$ cat config.mk
export PLATFORM = sky130hd
export DESIGN_NAME = p2g_port
export DESIGN_NICKNAME = d
export VERILOG_FILES = /design/src/rtl/p2g_port.v /design/src/rtl/p2g_edge_det.v /design/src/rtl/p2g_irq_ctl.v
export VERILOG_INCLUDE_DIRS = /design/src /design/src/common
export SDC_FILE = /design/constraint.sdc
export NUM_CORES = 1
export LEC_CHECK = 0
export BUFFER_PORTS_ARGS = -buffer_cell sky130_fd_sc_hd__buf_2
export CORE_MARGIN = 3
export CORE_UTILIZATION = 54
export DETAILED_ROUTE_END_ITERATION = 8
export MAX_ROUTING_LAYER = met4
export PLACE_DENSITY = 0.88
export SETUP_SLACK_MARGIN = 0.3
export SYNTH_ARGS = -nofsm -noshare
export SYNTH_HDL_FRONTEND = slang
export SYNTH_SLANG_ARGS = --single-unit
$ cat constraint.sdc
create_clock -name core_clk_i -period 2 [get_ports core_clk_i]
set_input_delay 0.3 -clock core_clk_i [delete_from_list [all_inputs] [get_ports core_clk_i]]
set_output_delay 0.3 -clock core_clk_i [all_outputs]
set_load 0.02 [all_outputs]
$ cat src/common/p2g_map.vh
`ifndef P2G_MAP_VH
`define P2G_MAP_VH

// register indices; the bus byte address is four times the index
`define P2G_IDX_EN 8'hE5
`define P2G_IDX_PND 8'hE6
`define P2G_IDX_HI 8'hEC
`define P2G_IDX_LO 8'hED
`define P2G_IDX_PU 8'hEE
`define P2G_IDX_DATA 8'hF2
`define P2G_IDX_OTYPE 8'hF3

// index field inside the bus address
`define P2G_ADDR_IDX_MSB 9
`define P2G_ADDR_IDX_LSB 2

// mode field layout and codes
`define P2G_MODE_W 2
`define P2G_MODE_FALL 2'b00
`define P2G_MODE_BOTH 2'b01
`define P2G_MODE_OUT 2'b10
`define P2G_MODE_RISE 2'b11

// output type codes
`define P2G_OTYPE_PP 1'b0
`define P2G_OTYPE_OD 1'b1

// reset values
`define P2G_RST_HI 8'h00
`define P2G_RST_LO 8'h00
`define P2G_RST_PU 8'h00
`define P2G_RST_DATA 8'h00
`define P2G_RST_OTYPE 8'h00
`define P2G_RST_EN 8'h00
`define P2G_RST_PND 8'h00

// interrupt source grouping: pins at and above this share one source
`define P2G_SHARED_FIRST_PIN 4

`endif

$ cat src/rtl/p2g_port.v
// Summary of operation
// - eight independently configured pins; data register reads pins and drives them
// - pin data register sits at index F2h
// - high mode byte covers pins 7..4, low mode byte pins 3..0
// - reset clears both mode bytes, every pin becomes input
// - two-bit field per pin, pin 7 at [7:6] down to pin 4 at [1:0]
// - 00 falling, 01 both edges, 11 rising; each an armed input
// - mode 10 makes an output, driver type from output type register
// - pins 7..4 share one source; pins 3..0 have own sources
// - per-pin pull-up enable register at index EEh
// - output type bit 0 push-pull, 1 open-drain
// - edge requests interrupt only while the pin's enable bit is 1
// - pending flag set on edge; write 0 clears, write 1 keeps
//
// Chosen here: the APB register port.
`timescale 1ns/100ps
`default_nettype none
`include "p2g_map.vh"

module p2g_port #(
  parameter NPIN = 8,
  parameter AW = 12
) (
  input wire core_clk_i,
  input wire rst_b_i,
  // apb slave
  input wire psel_i,
  input wire penable_i,
  input wire pwrite_i,
  input wire [AW-1:0] paddr_i,
  input wire [31:0] pwdata_i,
  output reg [31:0] prdata_o,
  output reg pready_o,
  output reg pslverr_o,
  // pins
  input wire [NPIN-1:0] pin_in_i,
  output reg [NPIN-1:0] pin_out_o,
  output reg [NPIN-1:0] pin_oe_o,
  output reg [NPIN-1:0] pin_pullup_o,
  // interrupt sources
  output wire pin0_irq_o,
  output wire pin1_irq_o,
  output wire pin2_irq_o,
  output wire pin3_irq_o,
  output wire shared_upper_pin_irq_o,
  output wire irq_o
);

  // true when a mode field selects output
  function is_out;
    input [1:0] mode;
    begin
      is_out = (mode == `P2G_MODE_OUT);
    end
  endfunction

  // true when the address lands on a register index (upper bits must be zero)
  function hit;
    input [AW-1:0] addr;
    input [7:0] idx;
    begin
      hit = (addr[`P2G_ADDR_IDX_MSB:`P2G_ADDR_IDX_LSB] == idx) &&
            (addr[1:0] == 2'b00) &&
            (addr[AW-1:`P2G_ADDR_IDX_MSB+1] == {(AW-`P2G_ADDR_IDX_MSB-1){1'b0}});
    end
  endfunction

  // software-visible register state
  reg [7:0] hi_mode_q;
  reg [7:0] lo_mode_q;
  reg [7:0] pullup_q;
  reg [7:0] data_q;
  reg [7:0] otype_q;
  reg [7:0] en_q;

  // next values of that state
  reg [7:0] hi_mode_d;
  reg [7:0] lo_mode_d;
  reg [7:0] pullup_d;
  reg [7:0] data_d;
  reg [7:0] otype_d;
  reg [7:0] en_d;

  // bus answer and read path
  reg [31:0] rdata_d;
  reg mapped_d;
  reg [31:0] prdata_d;
  reg pready_d;
  reg pslverr_d;

  // per-pin mode, level, events and pending flags
  wire [15:0] mode_all;
  wire [NPIN-1:0] out_mode;
  wire [NPIN-1:0] level;
  wire [NPIN-1:0] edge_ev;
  wire [7:0] pnd;

  // bus phase, address decode and write strobes
  wire setup;
  wire wr_go;
  wire sel_hi;
  wire sel_lo;
  wire sel_pu;
  wire sel_data;
  wire sel_otype;
  wire sel_en;
  wire sel_pnd;
  wire wr_hi;
  wire wr_lo;
  wire wr_pu;
  wire wr_data;
  wire wr_otype;
  wire wr_en;
  wire wr_pnd;

  // decode of the held address
  assign sel_hi = hit(paddr_i, `P2G_IDX_HI);
  assign sel_lo = hit(paddr_i, `P2G_IDX_LO);
  assign sel_pu = hit(paddr_i, `P2G_IDX_PU);
  assign sel_data = hit(paddr_i, `P2G_IDX_DATA);
  assign sel_otype = hit(paddr_i, `P2G_IDX_OTYPE);
  assign sel_en = hit(paddr_i, `P2G_IDX_EN);
  assign sel_pnd = hit(paddr_i, `P2G_IDX_PND);

  // setup phase and the access edge on which a write lands
  assign setup = psel_i & ~penable_i;
  assign wr_go = psel_i & penable_i & pready_o & pwrite_i & ~pslverr_o;

  // per-register write strobes, one access edge each
  assign wr_hi = wr_go & sel_hi;
  assign wr_lo = wr_go & sel_lo;
  assign wr_pu = wr_go & sel_pu;
  assign wr_data = wr_go & sel_data;
  assign wr_otype = wr_go & sel_otype;
  assign wr_en = wr_go & sel_en;
  assign wr_pnd = wr_go & sel_pnd;

  // pin i mode field sits at bits [2i+1:2i] of {high, low}
  assign mode_all = {hi_mode_q, lo_mode_q};

  // read mux; data register returns synchronised pin levels
  always @*
  begin
    rdata_d = 32'h0000_0000;
    mapped_d = 1'b1;
    if (sel_hi)
      rdata_d[7:0] = hi_mode_q;
    else if (sel_lo)
      rdata_d[7:0] = lo_mode_q;
    else if (sel_pu)
      rdata_d[7:0] = pullup_q;
    else if (sel_data)
      rdata_d[7:0] = level;
    else if (sel_otype)
      rdata_d[7:0] = otype_q;
    else if (sel_en)
      rdata_d[7:0] = en_q;
    else if (sel_pnd)
      rdata_d[7:0] = pnd;
    else
      mapped_d = 1'b0;
  end

  // apb answer: data and error captured in setup, ready for one access cycle
  always @*
  begin
    prdata_d = prdata_o;
    pready_d = 1'b0;
    pslverr_d = 1'b0;
    if (setup)
    begin
      prdata_d = pwrite_i ? 32'h0000_0000 : rdata_d;
      pready_d = 1'b1; // zero wait states
      pslverr_d = ~mapped_d; // unmapped index or misaligned address
    end
  end

  // answer registers; read data holds until the next setup
  always @(posedge core_clk_i or negedge rst_b_i)
  begin
    if (!rst_b_i)
    begin
      prdata_o <= 32'h0000_0000;
      pready_o <= 1'b0;
      pslverr_o <= 1'b0;
    end
    else
    begin
      prdata_o <= prdata_d;
      pready_o <= pready_d;
      pslverr_o <= pslverr_d;
    end
  end

  // next values of the software-written registers
  always @*
  begin
    hi_mode_d = hi_mode_q;
    lo_mode_d = lo_mode_q;
    pullup_d = pullup_q;
    data_d = data_q;
    otype_d = otype_q;
    en_d = en_q;
    if (wr_hi)
      hi_mode_d = pwdata_i[7:0];
    if (wr_lo)
      lo_mode_d = pwdata_i[7:0];
    if (wr_pu)
      pullup_d = pwdata_i[7:0];
    if (wr_data)
      data_d = pwdata_i[7:0];
    if (wr_otype)
      otype_d = pwdata_i[7:0];
    if (wr_en)
      en_d = pwdata_i[7:0];
  end

  // software-written registers
  always @(posedge core_clk_i or negedge rst_b_i)
  begin
    if (!rst_b_i)
    begin
      hi_mode_q <= `P2G_RST_HI;
      lo_mode_q <= `P2G_RST_LO;
      pullup_q <= `P2G_RST_PU;
      data_q <= `P2G_RST_DATA;
      otype_q <= `P2G_RST_OTYPE;
      en_q <= `P2G_RST_EN;
    end
    else
    begin
      hi_mode_q <= hi_mode_d;
      lo_mode_q <= lo_mode_d;
      pullup_q <= pullup_d;
      data_q <= data_d;
      otype_q <= otype_d;
      en_q <= en_d;
    end
  end

  // per-pin synchroniser, edge detector and driver
  genvar gi;
  generate
    for (gi = 0; gi < NPIN; gi = gi + 1)
    begin : g_pin
      wire [1:0] mode;
      wire out_d;
      wire oe_d;
      wire pu_d;

      // this pin's two-bit field and its output-mode decode
      assign mode = mode_all[2*gi+1:2*gi];
      assign out_mode[gi] = is_out(mode);

      p2g_edge_det u_edge (
        .core_clk_i(core_clk_i),
        .rst_b_i(rst_b_i),
        .pin_i(pin_in_i[gi]),
        .mode_i(mode),
        .level_o(level[gi]),
        .edge_o(edge_ev[gi])
      );

      // driver next values: push-pull drives both levels, open-drain only low
      assign out_d = data_q[gi];
      assign oe_d = out_mode[gi] & ((otype_q[gi] == `P2G_OTYPE_PP) | ~data_q[gi]);
      assign pu_d = pullup_q[gi] & ~out_mode[gi]; // pull-up off while driving

      // driver registers, so every pin output leaves a flip-flop
      always @(posedge core_clk_i or negedge rst_b_i)
      begin
        if (!rst_b_i)
        begin
          pin_out_o[gi] <= 1'b0;
          pin_oe_o[gi] <= 1'b0;
          pin_pullup_o[gi] <= 1'b0;
        end
        else
        begin
          pin_out_o[gi] <= out_d;
          pin_oe_o[gi] <= oe_d;
          pin_pullup_o[gi] <= pu_d;
        end
      end
    end
  endgenerate

  // pending flags and source routing
  p2g_irq_ctl #(
    .WIDTH(NPIN)
  ) u_irq (
    .core_clk_i(core_clk_i),
    .rst_b_i(rst_b_i),
    .edge_i(edge_ev),
    .en_i(en_q),
    .pnd_wr_i(wr_pnd),
    .pnd_wdata_i(pwdata_i[NPIN-1:0]),
    .pnd_q(pnd),
    .pin0_irq_q(pin0_irq_o),
    .pin1_irq_q(pin1_irq_o),
    .pin2_irq_q(pin2_irq_o),
    .pin3_irq_q(pin3_irq_o),
    .shared_upper_pin_irq_q(shared_upper_pin_irq_o),
    .irq_q(irq_o)
  );

endmodule // p2g_port

`default_nettype wire

$ cat src/rtl/p2g_edge_det.v
`timescale 1ns/100ps
`default_nettype none
`include "p2g_map.vh"

module p2g_edge_det (
  input wire core_clk_i,
  input wire rst_b_i,
  input wire pin_i,
  input wire [1:0] mode_i,
  output wire level_o,
  output wire edge_o
);

  reg sync1_q;
  reg sync2_q;
  reg prev_q;
  wire rise;
  wire fall;

  // two-flop synchroniser, then a history flop for edge detection
  always @(posedge core_clk_i or negedge rst_b_i)
  begin
    if (!rst_b_i)
    begin
      sync1_q <= 1'b0;
      sync2_q <= 1'b0;
      prev_q <= 1'b0;
    end
    else
    begin
      sync1_q <= pin_i;
      sync2_q <= sync1_q;
      prev_q <= sync2_q;
    end
  end

  assign level_o = sync2_q;
  assign rise = sync2_q & ~prev_q;
  assign fall = ~sync2_q & prev_q;

  // edge selection by mode; output mode detects nothing
  assign edge_o = ((mode_i == `P2G_MODE_FALL) & fall) |
                  ((mode_i == `P2G_MODE_BOTH) & (rise | fall)) |
                  ((mode_i == `P2G_MODE_RISE) & rise);

endmodule // p2g_edge_det

`default_nettype wire

$ cat src/rtl/p2g_irq_ctl.v
`timescale 1ns/100ps
`default_nettype none
`include "p2g_map.vh"

module p2g_irq_ctl #(
  parameter WIDTH = 8
) (
  input wire core_clk_i,
  input wire rst_b_i,
  input wire [WIDTH-1:0] edge_i,
  input wire [WIDTH-1:0] en_i,
  input wire pnd_wr_i,
  input wire [WIDTH-1:0] pnd_wdata_i,
  output reg [WIDTH-1:0] pnd_q,
  output reg pin0_irq_q,
  output reg pin1_irq_q,
  output reg pin2_irq_q,
  output reg pin3_irq_q,
  output reg shared_upper_pin_irq_q,
  output reg irq_q
);

  reg [WIDTH-1:0] pnd_d;
  wire [WIDTH-1:0] req;

  // write 0 clears, write 1 keeps; a new edge wins over the clear
  always @*
  begin
    pnd_d = pnd_q;
    if (pnd_wr_i)
      pnd_d = pnd_q & pnd_wdata_i;
    pnd_d = pnd_d | edge_i;
  end

  // a pending flag requests only while its enable is set
  assign req = pnd_q & en_i;

  // source mapping, registered
  always @(posedge core_clk_i or negedge rst_b_i)
  begin
    if (!rst_b_i)
    begin
      pnd_q <= `P2G_RST_PND;
      pin0_irq_q <= 1'b0;
      pin1_irq_q <= 1'b0;
      pin2_irq_q <= 1'b0;
      pin3_irq_q <= 1'b0;
      shared_upper_pin_irq_q <= 1'b0;
      irq_q <= 1'b0;
    end
    else
    begin
      pnd_q <= pnd_d;
      pin0_irq_q <= req[0];
      pin1_irq_q <= req[1];
      pin2_irq_q <= req[2];
      pin3_irq_q <= req[3];
      shared_upper_pin_irq_q <= |req[WIDTH-1:`P2G_SHARED_FIRST_PIN];
      irq_q <= |req;
    end
  end

endmodule // p2g_irq_ctl

`default_nettype wire

## Yosys cells after proc, flatten, opt, wreduce, memory -nomap -nowiden

Cells that the tools add are included.

- Register bits after elaboration: 144
- Latch bits: 0
- RAM bits: 0
- ROM bits: 0
- Logic and storage cells: 285
- Memories: 0

- Add/sub/neg operators: 0
- $mul: 0
- Div/mod/pow operators: 0
- $lt $le $gt $ge: 0
- Eq/ne operators: 31
- Shifts and indexed selects: 0
- Muxes and demuxes: 18
- Bitwise logic cells: 146
- Reductions and logical operators: 26

Operators with widths:

| cell | count |
|---|---|
| 2-to-1 mux 8 bit | 9 |
| AND 1 bit | 68 |
| equality test 8 bit (second input constant) | 7 |
| NOT 1 bit | 43 |
| equality test 2 bit (second input constant) | 16 |
| OR 1 bit | 32 |
| zero test 2 bit | 10 |
| AND 8 bit | 2 |
| equality test 2 x 1 -> 1 bit (second input constant) | 8 |
| logical AND 1 bit | 14 |
| 2-to-1 mux 1 bit | 9 |
| OR 8 bit | 1 |
| OR reduction 8 bit | 1 |
| OR reduction 4 bit | 1 |

## Logic depth before layout (Yosys ltp)

Gate-level depths: netlist (run 1).

- Depth in word-level cells: 12
- Depth in mapped cells: 7
- Gate-level depth less buffers: 6

## Hierarchy

A second synthesis (run 1) with hierarchy kept.

- Cells, all modules: 453
- Area, all modules: 5395.2 µm²

Modules (own cells, without submodules):

| module | instances | cells each | area each (µm²) | sequential area each (µm²) |
|---|---|---|---|---|
| p2g_port | 1 | 326 | 3794.9 | 2052.0 |
| p2g_edge_det | 8 | 11 | 133.9 | 75.1 |
| p2g_irq_ctl | 1 | 39 | 529.3 | 350.3 |

## Worst setup path before layout (run 1)

OpenSTA, ideal clock, no wires.

- Path kind: register to register
- Start: reg pslverr_o
- End: reg en_q[0]
- Setup time: 0.125 ns
- Data arrival time: 1.789 ns
- Required time: 1.875 ns
- Slack: 0.086 ns
- Cell stages (with the launch flop): 5
- Buffers on the path: 0
- Clock period less this slack: 1.914 ns
- Cell sequence: dfrtp_1 and2b_1 nand4_1 nor4b_4 mux2_2

- Word-level cells in the longest chain between the ends: 3

Ends and longest elaborated chain:

| what | line | source |
|---|---|---|
| from (decl) | p2g_port.v:34 | `output reg pslverr_o,` |
| from (signal assigned) | p2g_port.v:191 | `pslverr_o <= pslverr_d;` |
| NOT 1 bit | p2g_port.v:127 | `assign wr_go = psel_i & penable_i & pready_o & pwrite_i & ~pslverr_o;` |
| AND 1 bit | p2g_port.v:127 |  |
| AND 1 bit | p2g_port.v:135 | `assign wr_en = wr_go & sel_en;` |
| to (signal assigned) | p2g_port.v:228 | `` en_q <= `P2G_RST_EN; `` |
| to (signal assigned) | p2g_port.v:237 | `en_q <= en_d;` |
| to (decl) | p2g_port.v:74 | `reg [7:0] en_q;` |

No other way between the ends.
A chain may end at the register's enable or synchronous reset.

## Worst setup path in the final report (run 1)

- Start: reg pslverr_o
- End: reg en_q[7]

The elaborated chain is that of the path after synthesis.

==> metrics.cfg, run 1 <==
[setup_path]
cp-startpoint=pslverr_o
crit_required_ns=2.41
cp.arrival_ns=2.13
cp_slowest_stage_delay_ns=0.38
rr_startpoint=pslverr_o
slowest_stage=dfrtp_1
cp_num_cells=6
r2r_cells=6
r2r_setup_slack_ns=0.28
cp_common_cell=buf_6
critPathLaunchType=register
worstPathCellList=and2b_1 -> nand4_1 -> buf_6 -> nor4b_4 -> buf_6 -> mux2_2
cp.buffers_inverters=2
worstSetupPathType=reg -> reg
worstPathMaxFanout=8
r2r_end=en_q[7]
cp-end-kind=register
critPathTopFamily=simple AND/OR/NAND/NOR gates

[global_routing]
grt-ovfl-total=0
grt_util_met2_pct=40.1
antenna_found_initial=0
grt_max_degree=41
grt_usage_pct=25.5
grt_pass1_vias=3935
grt-busiest-layer=met2
grtUsageMet1_pct=31.4
grt_pass1_wl_um=20800
use_met3_pct=7.29

[clock_tree]
cts_tree=built
clk_latency_ns=0.53
clock_sinks=120
ctsRootBufferMaster=clkbuf_8
htree_levels=4
cts.clk_slew.worst_paths_ns=0.06
cts_made_buffers=17
clockBufferDepth=2

[die]
die_h_um=105
start_util_pct=56.2
rows=35
ioPinCount=121
die_w_um=105
coreArea_um2=9370
die_area_um2=11000

[placement]
dpl.hpwl_um=8640
numPortBuffers=72
place_ws_ns=0.0314
gp_congestion=0.884
dp_cells=636

[sta]
finalCritPeriodShare_pct=86.0
finalSetupViolCount=0
maxSlewHeadroom_pct=61.5
hold_violations=0
worst_pin_slew_ns=0.563
fin_crit_ns=1.72
fmax_ghz=0.581
slew_viol_final=0
fin_skew_ns=0.00818
tns_ns=0
setup_ws_ns=0.279
rsz0062_at_grt=true

[yosys]
syn_area_um2=5270
synth_ff_type=dfrtp_1
synth.top_cell.area_share_pct=57.0
synth_top_cells_by_count=dfrtp_1, mux2_2, buf_4, nor2_1
synthTopCellsByArea=dfrtp_1, mux2_2, ha_1
synth.most_common_cell=dfrtp_1
yosysSeqAreaShare_pct=57.0
synth.avg_cell_area_um2=12.4
synth_area_leader_cell=dfrtp_1
yosys_register_bits=120
async_flop_share_pct=100
syn_inst=424
synth_edf_count=0
synth_cell_types=53
ys_warn_count=0

[run]
cap_violations=0

[hold_path]
min_to=otype_q[7]
hold_path_depth=2
worst_hold_path_type=in -> reg
hold_path.startpoint=pwdata_i[7]

[pwr]
power.leakage_nw=3.37
p_per_area_nw_per_um2=884
p_total_mw=5.86
max-vdd-ir-drop_uv=881

[route]
finalWirelength_um=13300
ant_nets=0
drtPass1Iterations=5
drtIter0Drc=345
post_drt_wl_per_cell_um=19.6
routed-via-count=3911
drc=0
via_per_inst=5.74

[run_status]
status=finished clean

[cells_and_area]
layout-drive-gt1-share_pct=34.8
diodes=0
fin_cells=681
area_delta_synth_final_pct=25.9
nets=612

## placed cells by master, fill, tap and decap left out, types with 3 or more instances in the layout
cell type,Yosys,final
o21ai_0,20,20
bufinv_16,0,3
dfrtp_1,120,120
and2_1,15,14
mux2_4,8,19
clkbuf_8,0,3
a2111oi_0,7,7
conb_1,1,24
nand3_1,6,6
o211ai_1,3,3
mux2_2,40,29
inv_1,20,20
a21oi_1,11,11
nor2b_1,3,3
nand2_1,15,15
dlygate4sd3_1,0,9
nor2_1,23,23
nand4_1,3,3
clkbuf_16,0,16
a31oi_1,4,4
o31ai_1,7,7
and3_1,9,9
buf_2,5,71
ha_1,16,16
a22oi_1,18,18
buf_4,25,23
nand2b_1,7,7
buf_12,0,3
clkinvlp_4,0,3
a211oi_1,4,4
## through the flow
step	utilization [%]	hold WS (ns)	area, um^2
5_1_grt	70.7	0.104	6630
3_5_place_dp	62.7	0.303	5880
4_1_cts	70.4	0.0933	6590
2_1_floorplan	-	0.00441	5390
6_report	70.7	0.108	6630
3_3_place_gp	62.7	0.298	5880
## cell type report
cell class	instances	area (um^2)
Clock buffer	19	442
Clock inverter	13	169
Fill cell	645	2740
Inverter	20	75.1
Multi-Input combinational cell	272	2080
Sequential cell	120	3000
Tap cell	129	161
Timing Repair Buffer	108	701
## state kept, by name (all words and copies together), names as in the netlist, 8 cells and up
register and cells:
otype_q 8, pullup_q 8, pin_out_o 8, prdata_o 8
lo_mode_q 8, u_irq.pnd_q 8, pin_pullup_o 8, g_pin.u_edge.sync1_q 8
g_pin.u_edge.prev_q 8, g_pin.u_edge.level_o 8, hi_mode_q 8, pin_oe_o 8
en_q 8, data_q 8
## power breakdown
part | total (mW) | leakage (nW) | internal [mW] | switching, mW
Combinational | 0.279 | 1.50 | 0.0886 | 0.191
Sequential | 2.48 | 1.58 | 2.46 | 0.0187
Clock | 3.11 | 0.293 | 1.98 | 1.13
## worst max path at each step
stage	endpoint	slack [ns]
2_1_floorplan	en_q[0]	0.15
3_3_place_gp	otype_q[3]	0.06
3_5_place_dp	otype_q[3]	0.03
4_1_cts	en_q[1]	0.28
5_1_grt	en_q[7]	0.24
6_report	en_q[7]	0.28
## routing by layer
layer	routed length, um	part of all wire, %
met1	5120	38
met2	6580	49
met3	1150	8.6
met4	482	3.6
met5	0	0
## timing repair
action,in CTS,in global routing
hold buffers,9,0
endpoints found under the hold margin,45,0
buffers inserted,1,3
pin swaps,1,1
setup endpoints to repair,36,13
resized for setup,4,3
## logic make-up after synthesis
| group | synth area share [%] |
|---|---|
| adder cells (fa/ha/maj) | 3.80 |
| flip-flops | 57.0 |
| other | 0.0712 |
| AO/OA/AOI/OAI | 9.79 |
| buffers and inverters | 6.04 |
| AND/OR/NAND/NOR | 12.2 |
| multiplexers | 11.0 |
No activity file was read; power rests on OpenSTA's default activity.
==> run 2: changes to the inputs <==
--- a/config.mk
+++ b/config.mk
@@ -12,6 +12,7 @@
 export DETAILED_ROUTE_END_ITERATION = 8
 export MAX_ROUTING_LAYER = met4
 export PLACE_DENSITY = 0.88
+export RECOVER_POWER = 25
 export SETUP_SLACK_MARGIN = 0.3
 export SYNTH_ARGS = -nofsm -noshare
 export SYNTH_HDL_FRONTEND = slang
==> metrics.cfg, run 2 (synthesized netlist as in run 1, its figures left out) <==
[run_status]
status=finished clean  ; unchanged

[sta]
fin_skew_ns=0.00649  ; was 0.00818 ns
whs_ns=0.115  ; was 0.108 ns
fin_crit_ns=1.72  ; about the same
finalCritPeriodShare_pct=86.0  ; about the same
maxSlewHeadroom_pct=32.9  ; was 61.5%
fmax_ghz=0.581  ; about the same
hold_violations=0  ; unchanged
tns_ns=0  ; unchanged
setup_ws_ns=0.280  ; was 0.279 ns
worst_pin_slew_ns=1.01  ; was 0.563 ns
rsz0062_at_grt=true  ; unchanged
slew_viol_final=0  ; unchanged
finalSetupViolCount=0  ; unchanged

[cells_and_area]
area_delta_synth_final_pct=25.8  ; was 25.9%
fin_util_pct=70.7  ; about the same
most-common-layout-cells=dfrtp_1, buf_2, mux2_2  ; unchanged
diodes=0  ; unchanged
layout-drive-gt1-share_pct=34.6  ; was 34.8%
nets=612  ; unchanged
mostFrequentLayoutCell=dfrtp_1  ; unchanged

[clock_tree]
clock_sinks=120  ; unchanged
cts_made_buffers=17  ; unchanged
clk_latency_ns=0.52  ; was 0.53 ns
cts_tree=built  ; unchanged
ctsRootBufferMaster=clkbuf_8  ; unchanged
htree_levels=4  ; unchanged
clockBufferDepth=2  ; unchanged
cts.clk_slew.worst_paths_ns=0.06  ; about the same

[die]
rows=35  ; unchanged
die_area_um2=11000  ; unchanged
start_util_pct=56.2  ; unchanged
die_h_um=105  ; unchanged
coreArea_um2=9370  ; unchanged
die_w_um=105  ; unchanged
ioPinCount=121  ; unchanged

[placement]
place_ws_ns=0.0314  ; unchanged
dpl.hpwl_um=8640  ; unchanged
gp_congestion=0.884  ; unchanged
numPortBuffers=72  ; unchanged

[route]
finalWirelength_um=13400  ; was 13300 um
drtPass1Iterations=5  ; unchanged
routed-via-count=3935  ; was 3911
drtIter0Drc=318  ; was 345
ant_nets=0  ; unchanged
drc=0  ; unchanged
post_drt_wl_per_cell_um=19.7  ; was 19.6 um
via_per_inst=5.78  ; was 5.74

[global_routing]
grt_max_degree=41  ; unchanged
grt_pass1_wl_um=20800  ; unchanged
grt_pass1_vias=3935  ; unchanged
antenna_found_initial=0  ; unchanged
grt_usage_pct=25.5  ; unchanged
grt-ovfl-total=0  ; unchanged

[pwr]
p_per_area_nw_per_um2=885  ; was 884 nW/um^2
power.leakage_nw=3.37  ; about the same
max-vdd-ir-drop_uv=874  ; was 881 uV

[hold_path]
min_to=otype_q[7]  ; unchanged
hold_path_depth=2  ; unchanged
hold_path.startpoint=pwdata_i[7]  ; unchanged
worst_hold_path_type=in -> reg  ; unchanged

[setup_path]
crit_required_ns=2.41  ; about the same
critPathLaunchType=register  ; unchanged
worstPathMaxFanout=8  ; unchanged
cp.arrival_ns=2.13  ; about the same
worstSetupPathType=reg -> reg  ; unchanged
r2r_cells=6  ; unchanged
cp-end-kind=register  ; unchanged
r2r_end=en_q[7]  ; unchanged
r2r_setup_slack_ns=0.28  ; about the same
rr_startpoint=pslverr_o  ; unchanged

[run]
cap_violations=0  ; unchanged

run 2: changes by cell type in the layout (fill, tap and decap cells not counted):
cell      previous run  this run
clkbuf_2             0         1
and2_0               0         3
clkbuf_1             0         1
and2_1              14        11
buf_4               23        21
run 2: what timing repair did:
item                                    CTS  global route
hold buffers                              9             0
endpoints found under the hold margin    45             0
endpoints found under the setup margin   36            13
gates resized for setup                   4             3
pin swaps                                 1             1
buffers inserted                          1             3
run 2: power by group:
group | internal [mW] | switching [mW]
Clock | 1.98 | 1.13
Sequential | 2.46 | 0.0187
Combinational | 0.0872 | 0.191
Total | 4.52 | 1.34
run 2: metal layers:
layer  track usage [%]  vias up  part of all wire [%]
met1              31.4     1941                    39
met5                 -        -                     0
met3              7.29       56                   8.3
met4              10.1        0                   3.7
met2              40.1      241                    49
li1                  -     1697                     -
run 2: how the worst max path moves through the flow:
stage	startpoint	to	slack, ns	cells after the start
detailed placement	paddr_i[5]	otype_q[3]	0.03	6
CTS	pslverr_o	en_q[1]	0.28	6
global route	pslverr_o	en_q[7]	0.24	6
floorplan	pslverr_o	en_q[0]	0.15	4
finish	pslverr_o	en_q[7]	0.28	6
global placement	paddr_i[5]	otype_q[3]	0.06	6
run 2: cell type report:
class | count | area [um^2]
Clock inverter | 13 | 169
Clock buffer | 19 | 442
Multi-Input combinational cell | 272 | 2080
Fill cell | 648 | 2750
Tap cell | 129 | 161
Inverter | 20 | 75.1
Timing Repair Buffer | 108 | 694
Sequential cell | 120 | 3000
run 2: worst max-delay path, stage by stage (launching register included):
cell and delay, ns:
dfrtp_1 0.38, and2b_1 0.21, nand4_1 0.09, buf_6 0.15, nor4b_4 0.22, buf_6 0.21, mux2_2 0.35
run 2: through the flow:
| step | area (um^2) | cells | total power, mW |
|---|---|---|---|
| 4_1_cts | 6590 | 678 | 5.88 |
| 6_report | 6620 | 681 | 5.86 |
| 3_5_place_dp | 5880 | 636 | 2.78 |
| 5_1_grt | 6620 | 681 | 6.04 |
| 3_3_place_gp | 5880 | 636 | 2.76 |
| 2_1_floorplan | 5390 | 447 | 2.67 |
==> run 3: changes to the inputs <==
--- a/config.mk
+++ b/config.mk
@@ -6,12 +6,15 @@
 export SDC_FILE = /design/constraint.sdc
 export NUM_CORES = 1
 export LEC_CHECK = 0
-export BUFFER_PORTS_ARGS = -buffer_cell sky130_fd_sc_hd__buf_2
+export CELL_PAD_IN_SITES_DETAIL_PLACEMENT = 0
+export CELL_PAD_IN_SITES_GLOBAL_PLACEMENT = 1
 export CORE_MARGIN = 3
-export CORE_UTILIZATION = 54
+export CORE_UTILIZATION = 50
 export DETAILED_ROUTE_END_ITERATION = 8
+export DONT_BUFFER_PORTS = 1
+export GPL_TIMING_DRIVEN = 0
 export MAX_ROUTING_LAYER = met4
-export PLACE_DENSITY = 0.88
+export PLACE_DENSITY = 0.87
 export RECOVER_POWER = 25
 export SETUP_SLACK_MARGIN = 0.3
 export SYNTH_ARGS = -nofsm -noshare
==> metrics.cfg, run 3 (synthesized netlist as in run 1, its figures left out) <==
[run_status]
status=complete, but fails checks  ; was finished clean
violations=hold timing

[clock_tree]
cts.clk_slew.worst_paths_ns=0.06  ; about the same
holdBufCountCts=16  ; was 9
htree_levels=4  ; unchanged
cts_tree=built  ; unchanged
clockBufferDepth=2  ; unchanged
ctsRootBufferMaster=clkbuf_8  ; unchanged
clock_sinks=120  ; unchanged
clk_latency_ns=0.52  ; about the same
cts_made_buffers=17  ; unchanged

[die]
die_area_um2=11800  ; was 11000 um^2
rows=36  ; was 35
die_w_um=109  ; was 105 um
ioPinCount=121  ; unchanged
coreArea_um2=10000  ; was 9370 um^2
die_h_um=109  ; was 105 um
start_util_pct=52.7  ; was 56.2%

[global_routing]
grt-busiest-layer=met2  ; unchanged
grt_pass1_wl_um=20200  ; was 20800 um
use_met3_pct=6.69  ; was 7.29%
antenna_found_initial=0  ; unchanged
grt_usage_pct=24.0  ; was 25.5%
grtUsageMet1_pct=29.3  ; was 31.4%
grt_pass1_vias=3731  ; was 3935
grt_util_met2_pct=37.4  ; was 40.1%
grt-ovfl-total=0  ; unchanged
grt_max_degree=121  ; was 41

[route]
routed-via-count=3597  ; was 3935
drtIter0Drc=253  ; was 318
drc=0  ; unchanged
finalWirelength_um=12900  ; was 13400 um
post_drt_wl_per_cell_um=20.4  ; was 19.7 um
ant_nets=0  ; unchanged
drtPass1Iterations=6  ; was 5
via_per_inst=5.66  ; was 5.78

[cells_and_area]
fin_area_um2=6430  ; was 6620 um^2
fillers=759  ; was 648
multi_input_area_um2=2130  ; was 2080 um^2
nets=564  ; was 612
area_delta_synth_final_pct=22.2  ; was 25.8%
ff_latch_area_um2=3000  ; about the same
layout-drive-gt1-share_pct=26.1  ; was 34.6%
mostFrequentLayoutCell=dfrtp_1  ; unchanged
most-common-layout-cells=dfrtp_1, buf_4, mux2_4, mux2_2, conb_1  ; was dfrtp_1, buf_2, mux2_2
diodes=0  ; unchanged

[setup_path]
r2r_cells=6  ; unchanged
cp_slowest_stage_delay_ns=0.44  ; was 0.38 ns
worstPathMaxFanout=6  ; was 8
worstSetupPathType=reg -> reg  ; unchanged
r2r_setup_slack_ns=0.20  ; was 0.28 ns
worstPathCellList=and2b_1 -> nand4_1 -> buf_6 -> nor4b_4 -> buf_6 -> mux2_4  ; was and2b_1 -> nand4_1 -> buf_6 -> nor4b_4 -> buf_6 -> mux2_2
cp.arrival_ns=2.20  ; was 2.13 ns
critPathLaunchType=register  ; unchanged
rr_startpoint=pslverr_o  ; unchanged
crit_required_ns=2.40  ; was 2.41 ns
r2r_end=en_q[6]  ; was en_q[7]
cp_common_cell=buf_6  ; unchanged
slowest_stage=dfrtp_2  ; was dfrtp_1
cp-end-kind=register  ; unchanged

[placement]
dpl.hpwl_um=8080  ; was 8640 um
dpl_cell_area_um2=5560  ; was 5880 um^2
numPortBuffers=0  ; was 72
gp_congestion=0.862  ; was 0.884

[pwr]
power.leakage_nw=3.11  ; was 3.37 nW
max-vdd-ir-drop_uv=470  ; was 874 uV
p_per_area_nw_per_um2=863  ; was 885 nW/um^2

[sta]
fin_skew_ns=0.00909  ; was 0.00649 ns
whs_ns=-0.523  ; was 0.115 ns
worst_pin_slew_ns=0.739  ; was 1.01 ns
tns_ns=0  ; unchanged
maxSlewHeadroom_pct=50.5  ; was 32.9%
slew_viol_final=0  ; unchanged
fin_crit_ns=1.80  ; was 1.72 ns
fmax_ghz=0.557  ; was 0.581 GHz
finalCritPeriodShare_pct=89.8  ; was 86.0%
finalSetupViolCount=0  ; unchanged
hold_violations=120  ; was 0
rsz0062_at_grt=true  ; unchanged

[run]
cap_violations=0  ; unchanged

[hold_path]
worst_hold_path_type=in -> async  ; was in -> reg

[run 3: worst max path at each step]
stage | start | cells after the start | slack, ns | end
detailed placement | paddr_i[2] | 5 | -0.49 | u_irq.pnd_q[1]
global route | pslverr_o | 6 | 0.15 | en_q[6]
floorplan | pslverr_o | 4 | 0.15 | en_q[0]
CTS | pslverr_o | 6 | 0.17 | en_q[6]
global placement | paddr_i[2] | 5 | -0.47 | u_irq.pnd_q[6]
finish | pslverr_o | 6 | 0.20 | en_q[6]
[run 3: cell type report]
type | count | area share [%]
flip-flops and latches | 120 | 46.7
well taps | 133 | 2.59
multi-input cells | 272 | 33.1
clock buffers | 22 | 7.04
inverters | 20 | 1.17
repair buffers | 25 | 4.05
clock inverters | 8 | 1.54
plain buffers | 35 | 3.87
[run 3: repair_timing]
| item | in CTS | in global routing |
|---|---|---|
| setup endpoints to repair | 63 | 55 |
| setup buffers | 7 | 2 |
| endpoints found under the hold margin | 184 | 120 |
| resized for setup | 17 | 0 |
| pin swaps | 4 | 2 |
[run 3: layer usage]
layer / wire length [um] / up-vias
met5: 0 / -
li1: - / 1595
met4: 436 / 0
met2: 6290 / 184
met1: 5230 / 1774
met3: 980 / 44
[run 3: per-stage QoR]
stage | setup WS, ns | total power [mW] | std cells | utilization [%]
2_1_floorplan | 0.152 | 2.67 | 447 | -
3_3_place_gp | -0.469 | 2.69 | 580 | 55.6
3_5_place_dp | -0.493 | 2.69 | 580 | 55.6
4_1_cts | 0.168 | 5.56 | 633 | 64.1
5_1_grt | 0.148 | 5.72 | 635 | 64.3
6_report | 0.203 | 5.55 | 635 | 64.3
[run 3: worst max-delay path, delay by kind of cell, from the launching register on]
kind	cells	cell delay, ns
flip-flops	1	0.44
multiplexers	1	0.32
AND/OR/NAND/NOR	3	0.56
buffers and inverters	2	0.37
[run 3: power by group]
part | internal, mW | switching, mW
Combinational | 0.0946 | 0.129
Sequential | 2.46 | 0.0204
Clock | 1.82 | 1.03
